`config.mk`:
```
export PLATFORM = sky130hd
export DESIGN_NAME = plsc_top
export DESIGN_NICKNAME = d
export VERILOG_FILES = /design/src/design/plsc_lane_flag.v /design/src/design/plsc_top.v
export VERILOG_INCLUDE_DIRS = /design/src /design/src/design
export SDC_FILE = /design/constraint.sdc
export NUM_CORES = 1
export LEC_CHECK = 0
export ABC_AREA = 1
export BUFFER_PORTS_ARGS = -buffer_cell sky130_fd_sc_hd__buf_2
export CORE_ASPECT_RATIO = 1.1
export CORE_MARGIN = 4
export CORE_UTILIZATION = 39
export CTS_CLUSTER_SIZE = 20
export DETAILED_ROUTE_END_ITERATION = 7
export GPL_TIMING_DRIVEN = 0
export PLACE_DENSITY = 0.83
export SYNTH_ARGS = -nofsm -noshare
export SYNTH_HDL_FRONTEND = slang
export SYNTH_SLANG_ARGS = --single-unit
```
`constraint.sdc`:
```
create_clock -name sys_clk -period 0.84 [get_ports sys_clk]
set_input_delay 0.126 -clock sys_clk [delete_from_list [all_inputs] [get_ports sys_clk]]
set_output_delay 0.126 -clock sys_clk [all_outputs]
set_load 0.02 [all_outputs]
```
`src/design/plsc_regs.vh`:
```
// Register offsets, field positions and reset values for the lane status / link config slice
`ifndef PLSC_REGS_VH
`define PLSC_REGS_VH
`define PLSC_ADDR_W 12
`define PLSC_OFS_LANE_STS 12'h520
`define PLSC_OFS_LINK_CFG 12'h530
`define PLSC_OFS_IRQ_STS 12'h534
`define PLSC_OFS_IRQ_MASK 12'h538
`define PLSC_UND_LSB 0
`define PLSC_OVR_LSB 16
`define PLSC_COMPAT_BIT 8
`define PLSC_XLINK_BIT 11
`define PLSC_SPEED_BIT 14
`define PLSC_LANE_STS_RST 32'h00000000
`define PLSC_SPEED_RST_DSP 1'b0
`define PLSC_SPEED_RST_OTHER 1'b1
`define PLSC_IRQ_UND_BIT 0
`define PLSC_IRQ_OVR_BIT 1
`endif

```
`src/design/plsc_lane_flag.v`:
```
// One sticky write-one-to-clear lane flag with L0 qualification
`timescale 1ns/1ns
`default_nettype none
module plsc_lane_flag (
  input wire sys_clk,
  input wire rst_n,
  input wire event_in,
  input wire in_l0,
  input wire lane_valid,
  input wire clr_in,
  output wire flag
);
  reg flag_r;
  reg flag_nxt;

  // Set wins over a clear in the same cycle; events outside L0 are dropped
  always @* begin
    flag_nxt = flag_r;
    if (clr_in) begin
      flag_nxt = 1'b0;
    end
    if (event_in && in_l0 && lane_valid) begin
      flag_nxt = 1'b1;
    end
  end

  // Only fundamental reset and a write-one-to-clear clear the flag
  always @(posedge sys_clk or negedge rst_n) begin
    if (!rst_n) begin
      flag_r <= 1'b0;
    end else begin
      flag_r <= flag_nxt;
    end
  end

  assign flag = flag_r;
endmodule
`default_nettype wire

```
`src/design/plsc_top.v`:
```
// Per-port physical layer lane status and link configuration register slice
//
// The address-and-strobe port was chosen for this implementation.
`timescale 1ns/1ns
`default_nettype none
`include "plsc_regs.vh"
module plsc_top #(
  parameter LANES = 8,
  parameter ODD_PORT = 0
) (
  input wire sys_clk,
  input wire rst_n,
  input wire soft_rst,
  input wire downstream_port,
  input wire merged_mode,
  input wire ltssm_in_l0,
  input wire [LANES-1:0] rx_zero_insert,
  input wire [LANES-1:0] rx_byte_drop,
  input wire [`PLSC_ADDR_W-1:0] reg_addr,
  input wire [31:0] reg_wdata,
  input wire reg_wr,
  input wire reg_rd,
  output wire [31:0] reg_rdata,
  input wire [15:0] ts_bits_in,
  output wire [15:0] ts_bits_out,
  output wire first_gen_compat_enable,
  output wire crosslink_disable,
  output wire crosslink_negotiate_en,
  output wire initial_speed_change_control,
  input wire ltssm_in_detect,
  input wire gen2_permitted,
  output wire speed_change_req,
  output wire irq
);
  localparam HALF = LANES / 2;

  reg [31:0] rdata_r;
  reg compat_r;
  reg xlink_r;
  reg speed_r;
  reg speed_init_done_r;
  reg [1:0] irq_sts_r;
  reg [1:0] irq_mask_r;
  reg seen_detect_r;
  reg speed_req_r;
  reg first_l0_done_r;
  reg l0_prev_r;
  wire [LANES-1:0] und_flags;
  wire [LANES-1:0] ovr_flags;
  wire [LANES-1:0] lane_valid;
  wire [LANES-1:0] rx_underflow_flags;
  wire [LANES-1:0] rx_overflow_flags;
  wire wr_sts;
  wire wr_cfg;
  wire wr_mask;
  wire rd_irq;
  wire und_evt;
  wire ovr_evt;
  wire l0_entry;

  // Address decode for the plain register port
  assign wr_sts = reg_wr && (reg_addr == `PLSC_OFS_LANE_STS);
  assign wr_cfg = reg_wr && (reg_addr == `PLSC_OFS_LINK_CFG);
  assign wr_mask = reg_wr && (reg_addr == `PLSC_OFS_IRQ_MASK);
  assign rd_irq = reg_rd && (reg_addr == `PLSC_OFS_IRQ_STS);

  // Upper lanes exist only on an even port in merged mode
  genvar g;
  generate
    for (g = 0; g < LANES; g = g + 1) begin : g_lane
      if (g < HALF) begin : g_low
        assign lane_valid[g] = 1'b1;
      end else begin : g_high
        assign lane_valid[g] = (ODD_PORT == 0) && merged_mode;
      end
      plsc_lane_flag u_und (
        .sys_clk(sys_clk),
        .rst_n(rst_n),
        .event_in(rx_zero_insert[g]),
        .in_l0(ltssm_in_l0),
        .lane_valid(lane_valid[g]),
        .clr_in(wr_sts && reg_wdata[`PLSC_UND_LSB + g]),
        .flag(und_flags[g])
      );
      plsc_lane_flag u_ovr (
        .sys_clk(sys_clk),
        .rst_n(rst_n),
        .event_in(rx_byte_drop[g]),
        .in_l0(ltssm_in_l0),
        .lane_valid(lane_valid[g]),
        .clr_in(wr_sts && reg_wdata[`PLSC_OVR_LSB + g]),
        .flag(ovr_flags[g])
      );
    end
  endgenerate

  // Odd ports report upper lanes as zero; software must ignore them
  assign rx_underflow_flags = und_flags;
  assign rx_overflow_flags = ovr_flags;

  // Interrupt events: any qualified lane event of each kind
  assign und_evt = |(rx_zero_insert & lane_valid) && ltssm_in_l0;
  assign ovr_evt = |(rx_byte_drop & lane_valid) && ltssm_in_l0;

  // Sticky interrupt status, cleared by a read, set wins
  always @(posedge sys_clk or negedge rst_n) begin
    if (!rst_n) begin
      irq_sts_r <= 2'h0;
      irq_mask_r <= 2'h0;
    end else begin
      irq_sts_r <= (rd_irq ? 2'h0 : irq_sts_r) | {ovr_evt, und_evt};
      if (wr_mask) begin
        irq_mask_r <= reg_wdata[1:0];
      end
    end
  end

  assign irq = |(irq_sts_r & irq_mask_r);

  // Link configuration; software resets leave these alone
  always @(posedge sys_clk or negedge rst_n) begin
    if (!rst_n) begin
      compat_r <= 1'b0;
      xlink_r <= 1'b0;
      speed_r <= `PLSC_SPEED_RST_OTHER;
      speed_init_done_r <= 1'b0;
    end else begin
      if (!speed_init_done_r) begin
        speed_init_done_r <= 1'b1;
        speed_r <= downstream_port ? `PLSC_SPEED_RST_DSP : `PLSC_SPEED_RST_OTHER;
      end else if (wr_cfg) begin
        speed_r <= reg_wdata[`PLSC_SPEED_BIT];
      end
      if (wr_cfg) begin
        compat_r <= reg_wdata[`PLSC_COMPAT_BIT];
        xlink_r <= reg_wdata[`PLSC_XLINK_BIT];
      end
    end
  end

  assign first_gen_compat_enable = compat_r;
  assign crosslink_disable = xlink_r;
  assign crosslink_negotiate_en = ~xlink_r;
  assign initial_speed_change_control = speed_r;

  // With compat_r set, training set bits beyond the first-generation set are forced low; otherwise they pass through
  assign ts_bits_out = compat_r ? {8'h00, ts_bits_in[7:0]} : ts_bits_in;

  // First L0 entry after Detect triggers one Gen2 speed change request when speed_r is clear and gen2_permitted is high
  assign l0_entry = ltssm_in_l0 && !l0_prev_r;
  always @(posedge sys_clk or negedge rst_n) begin
    if (!rst_n) begin
      l0_prev_r <= 1'b0;
      seen_detect_r <= 1'b0;
      first_l0_done_r <= 1'b0;
      speed_req_r <= 1'b0;
    end else begin
      l0_prev_r <= ltssm_in_l0;
      speed_req_r <= 1'b0;
      if (soft_rst) begin
        seen_detect_r <= 1'b0;
        first_l0_done_r <= 1'b0;
      end else begin
        if (ltssm_in_detect) begin
          seen_detect_r <= 1'b1;
        end
        if (l0_entry && seen_detect_r && !first_l0_done_r) begin
          first_l0_done_r <= 1'b1;
          speed_req_r <= !speed_r && gen2_permitted;
        end
      end
    end
  end

  assign speed_change_req = speed_req_r;

  // Registered read data; reserved bits and unmapped addresses read zero
  always @(posedge sys_clk or negedge rst_n) begin
    if (!rst_n) begin
      rdata_r <= 32'h00000000;
    end else begin
      rdata_r <= 32'h00000000;
      if (reg_rd) begin
        case (reg_addr)
          `PLSC_OFS_LANE_STS: rdata_r <= {8'h00, rx_overflow_flags, 8'h00, rx_underflow_flags};
          `PLSC_OFS_LINK_CFG: rdata_r <= {17'h00000, speed_r, 2'h0, xlink_r, 2'h0, compat_r, 8'h00};
          `PLSC_OFS_IRQ_STS: rdata_r <= {30'h00000000, irq_sts_r};
          `PLSC_OFS_IRQ_MASK: rdata_r <= {30'h00000000, irq_mask_r};
          default: rdata_r <= 32'h00000000;
        endcase
      end
    end
  end

  assign reg_rdata = rdata_r;
endmodule
`default_nettype wire

```
=== Yosys cells after proc, flatten, opt, wreduce, memory -nomap -nowiden ===
Index checks and enable logic that the tools add are counted.

* Bitwise logic cells: 5
* Reduce and logical (&&, ||, !) cells: 74
* Divide/modulo/power cells: 0
* Add/sub/neg operators: 0
* Shifts and indexed selects: 0
* Equality and inequality tests: 5
* $lt $le $gt $ge: 0
* Mux-type cells: 45
* Multiply operators: 0

{| class="wikitable"
|+ Operator list
! operator !! count
|-
| $pmux W24 S4 || 1
|-
| $logic_and A1 B1 Y1 || 50
|-
| $eq A12 B11 Y1 const B || 4
|-
| $mux W1 || 41
|-
| $reduce_bool A2 Y1 || 18
|-
| $mux W24 || 1
|-
| $and A8 B8 Y8 || 2
|-
| $mux W16 || 1
|-
| $reduce_or A8 Y1 || 2
|-
| $logic_not A1 Y1 || 3
|-
| $and A2 B2 Y2 || 1
|-
| $mux W2 || 1
|-
| $ne A2 B1 Y1 const B || 1
|-
| $or A2 B2 Y2 || 1
|-
| $reduce_or A2 Y1 || 1
|-
| $not A1 Y1 || 1
|}

* Flip-flop bits (word level): 60
* Latch bits: 0
* Memory bits (read-only): 0
* RAM bits: 0
* Memories: 0
* Input port bits: 86
* Word-level logic and storage cells: 156

=== Longest topological paths before layout ===
* Depth after elaboration: 6
* Mapped depth: 8
* Gate-level depth less buffers: 8

=== Modules after synthesis ===
From an unflattened synthesis, not the netlist that was laid out.

* Cells, all modules: 315
* Area, all modules: 2537.4 µm²

{| class="wikitable"
|+ By module, submodules not included
! module !! seq. area each (µm²) !! cells each !! area each (µm²) !! instances
|-
| plsc_top || 777.0 || 235 || 1876.8 || 1
|-
| plsc_lane_flag || 25.0 || 5 || 41.3 || 16
|}

=== Least setup slack after synthesis ===
OpenSTA, ideal clock, no wires.

* Path type: register to output
* Start: register compat_r, in the netlist first_gen_compat_enable
* End: output port ts_bits_out[10]
* Path buffers: 1
* Setup slack: -0.244 ns
* Cell stages (with the launch flop): 3
* Arrival time: 0.958 ns
* Path through: dfrtp_1 -> clkbuf_1 -> nor2_1

* Cells in the longest elaborated chain, start to end: 1

{| class="wikitable"
|+ Ends and longest elaborated chain
! element !! RTL line !! RTL
|-
| start, declared || plsc_top.v:38 || <nowiki>reg compat_r;</nowiki>
|-
| start signal, assigned || plsc_top.v:135 || <nowiki>compat_r <= reg_wdata[`PLSC_COMPAT_BIT];</nowiki>
|-
| $mux W16 || plsc_top.v:147 || <nowiki>assign ts_bits_out = compat_r ? {8'h00, ts_bits_in[7:0]} : ts_bits_in;</nowiki>
|-
| end, declared || plsc_top.v:25 || <nowiki>output wire [15:0] ts_bits_out,</nowiki>
|}

No other way between the ends.

=== Worst setup path after layout ===
* Start: register compat_r, in the netlist first_gen_compat_enable
* End: output port ts_bits_out[9]

The elaborated chain is that of the path after synthesis.

==> results.txt <==
Critical Path RT = 0.71 ns
Worst r2r src = initial_speed_change_control
Final core utilization = 0.656
Area after DPL = 0.00310 mm2
Via Count = 2165
Die X = 81.1 um
Top sig layer = met4
# fillers = 445
Hold_ws = -0.139 ns
CTS Buffer Depth = 2
Fmax = 793 MHz
Initial Utilization = 0.400
Synthesized area = 0.00229 mm2
NumNets Final = 501
Multi-input gate area = 990 um2
CP Launch Type = flop
Post-Syn Instances = 277
PD cells = 1240 mW/mm2
Number of synthesized flops with an enable pin = 0
Type of the worst setup path = reg2out
Clock root cell = clkbuf_8
Final count of hold timing violations = 46
Outcome = finished with violations
CP Capture Type = output port
Commonest cells in the netlist = 58 x inv_1, 49 x nand2_1, 46 x dfrtp_1, 40 x nor2_1, 21 x buf_4
Layout Skew = 0.0111 ns
Largest net degree at the start of global routing = 48
Combinational family with the most area after synthesis = simple AND/OR/NAND/NOR gates
Core Region = 0.00573 mm2
Worst setup margin = -0.421 ns
Met3 WL = 295 um
Post-synthesis xor/xnor area fraction = 0
Synth async-reset ratio = 1.00
DRT iter0 DRCs = 115
Synth top area share = 0.502
Worst setup path startpoint = first_gen_compat_enable
Die H = 88.4 um
Most frequent cell after synthesis = inv_1
FP Rows = 29
Crit-path max cell delay = 0.44 ns
Clk Latency, worst-skew pair = 0.30 ns
Worst-path cell chain = clkbuf_16 > nor2_4 > buf_6
Synth Area in Simple Gates = 0.205
Vias per inst = 4.39
Synth Area in Adders = 0
Gpl congestion = 0.767
Initial antenna violation count = 0
Final ANT Viol Nets = 0
CTS H-tree lvls = 2
Met2 routed WL = 3910 um
Count of different cell masters after synthesis = 27
Maximum vdd drop = 0.896 mV
Hold/Removal Path Class = in2async
Storage element area = 0.00118 mm2
Hold Buf Count CTS = 1
Cts bufs inserted = 5
Drt wl/cell = 13.5 um
Slowest cell on the critical path = dfrtp_2
Setup Viol. Count Final = 48
Commonest register cell after synthesis = dfrtp_1
Detailed placement HPWL = 4550 um
Tightest Pin Transition = 0.623 ns
Overflow after GRT = 0
Leak = 2.08 nW
Post-route DRC = 0
Number of I/O pins = 140
Max-cap violations = 0
RSZ-0062 raised after global routing = yes
Routed WL = 6660 um
Max-slew violation count = 0
# diodes = 0
CTS tree = done
Met1 Wirelength = 2220 um
Synth-to-Final Area Change = 64.0%
Synth area leaders = dfrtp_1 50%, inv_1 9.5%, nand2_1 8.0%
Worst EP arrival = 1.13 ns
Post-synthesis compound-gate area fraction = 0.0993
Global Route Usage Sum = 0.183
Die area = 0.00717 mm2
Post-layout min period = 1.26 ns
Syn Area/Cell = 8.28 um2
Mux cell area share after synthesis = 0
Cell taking the most area after synthesis = dfrtp_1
Layout cell share with drive strength beyond 1 = 0.536
Final Cell Area = 0.00376 mm2
Worst rel slew slack = 0.584
Clk slew on worst S/H paths = 0.09 ns
Failing checks = hold timing, setup timing
YS warnings = 0
CTS sink cnt = 47
#FFs+latches synth = 47
Buffers added on ports = 105
DRT Pass-1 Iters = 4
Seq/Total Area, Yosys = 0.513
Vias in the first global route = 2255
Global-route wire length before repair = 9900 um
Period utilization = 1.50
CP max FO = 5
## routing by layer
layer  GRT usage  vias to the layer above
met5           0                        -
met3      0.0519                       21
met1       0.182                     1007
li1            -                     1066
met2       0.344                       71
met4      0.0952                        0
## through the flow
step / TNS (ns) / setup slack (ns) / hold slack (ns) / power [mW] / cells
after global placement: -17.77 / -0.368 / 0.250 / 2.91 / 471
after CTS: -6.74 / -0.394 / 0.00389 / 4.65 / 491
final: -7.18 / -0.421 / -0.139 / 4.67 / 493
after detailed placement: -20.47 / -0.424 / 0.254 / 2.92 / 471
after global routing: -9.65 / -0.470 / -0.0989 / 4.91 / 493
after floorplan: -2.38 / -0.133 / -0.170 / 2.65 / 289
## layout make-up
type,count,share of cell area
Sequential cell,47,0.313
Multi-Input combinational cell,158,0.263
Timing Repair Buffer,119,0.247
Inverter,59,0.0615
Buffer,25,0.0582
Tap cell,77,0.0256
Clock buffer,6,0.0219
Clock inverter,2,0.00931
## state kept, by name, indices dropped and copies added, names as in the netlist
name                          count
reg_rdata                        19
g_lane.u_ovr.flag                 8
g_lane.u_und.flag                 8
irq_mask_r                        2
irq_sts_r                         2
crosslink_disable                 1
first_gen_compat_enable           1
first_l0_done_r                   1
initial_speed_change_control      1
l0_prev_r                         1
seen_detect_r                     1
speed_change_req                  1
speed_init_done_r                 1
## cells in the final DEF (no fill, tap or decap), types with 2 or more instances in the layout
cell and count:
buf_2 67, buf_4 25, buf_6 45, clkbuf_8 7
conb_1 14, dfrtp_1 45, inv_1 49, inv_2 7
inv_4 2, nand2_1 42, nand2_2 7, nand2_4 2
nand3_1 3, nand3_2 5, nand3_4 3, nor2_1 23
nor2_2 5, nor2_4 16, o21ai_1 7, o21ai_2 19
o31ai_1 2
## worst max-delay path, delay by kind of cell, from the launching register on
kind,cells,cell delay [ns]
buffers and inverters,2,0.30
DFF,1,0.44
and+or+nand+nor,1,0.10
## path summary, 6_finish.rpt
path / end / slack, ns / cells after the start
setup reg to reg: speed_change_req / -0.16 / 5
hold reg to reg: speed_change_req / 0.46 / 1
hold / removal: reg_rdata[2] / -0.14 / 1
max in group asynchronous: first_gen_compat_enable / 0.52 / 1
min in group sys_clk: speed_change_req / 0.03 / 2
setup / recovery: ts_bits_out[9] / -0.42 / 3
## cells by family after synthesis
logic type | count (synthesis)
other | 2
AO/OA/AOI/OAI | 35
buffers and inverters | 84
AND/OR/NAND/NOR | 109
flip-flops | 47
## repair_timing
action                                  in CTS  in global routing
setup buffers                                9                  6
pin swaps                                   10                 21
endpoints found under the setup margin      46                 74
gates resized for setup                     93                 44
cloned                                       2                  0
hold endpoints to repair                     1                 46
## report_power, final
part | switching, mW | internal [mW] | total (mW) | leakage [nW]
clock | 0.720 | 0.963 | 1.68 | 0.0612
combinational | 0.390 | 0.303 | 0.693 | 1.48
sequential | 0.0143 | 2.28 | 2.30 | 0.542
total | 1.12 | 3.55 | 4.67 | 2.08
No activity file was read; power rests on OpenSTA's default activity.
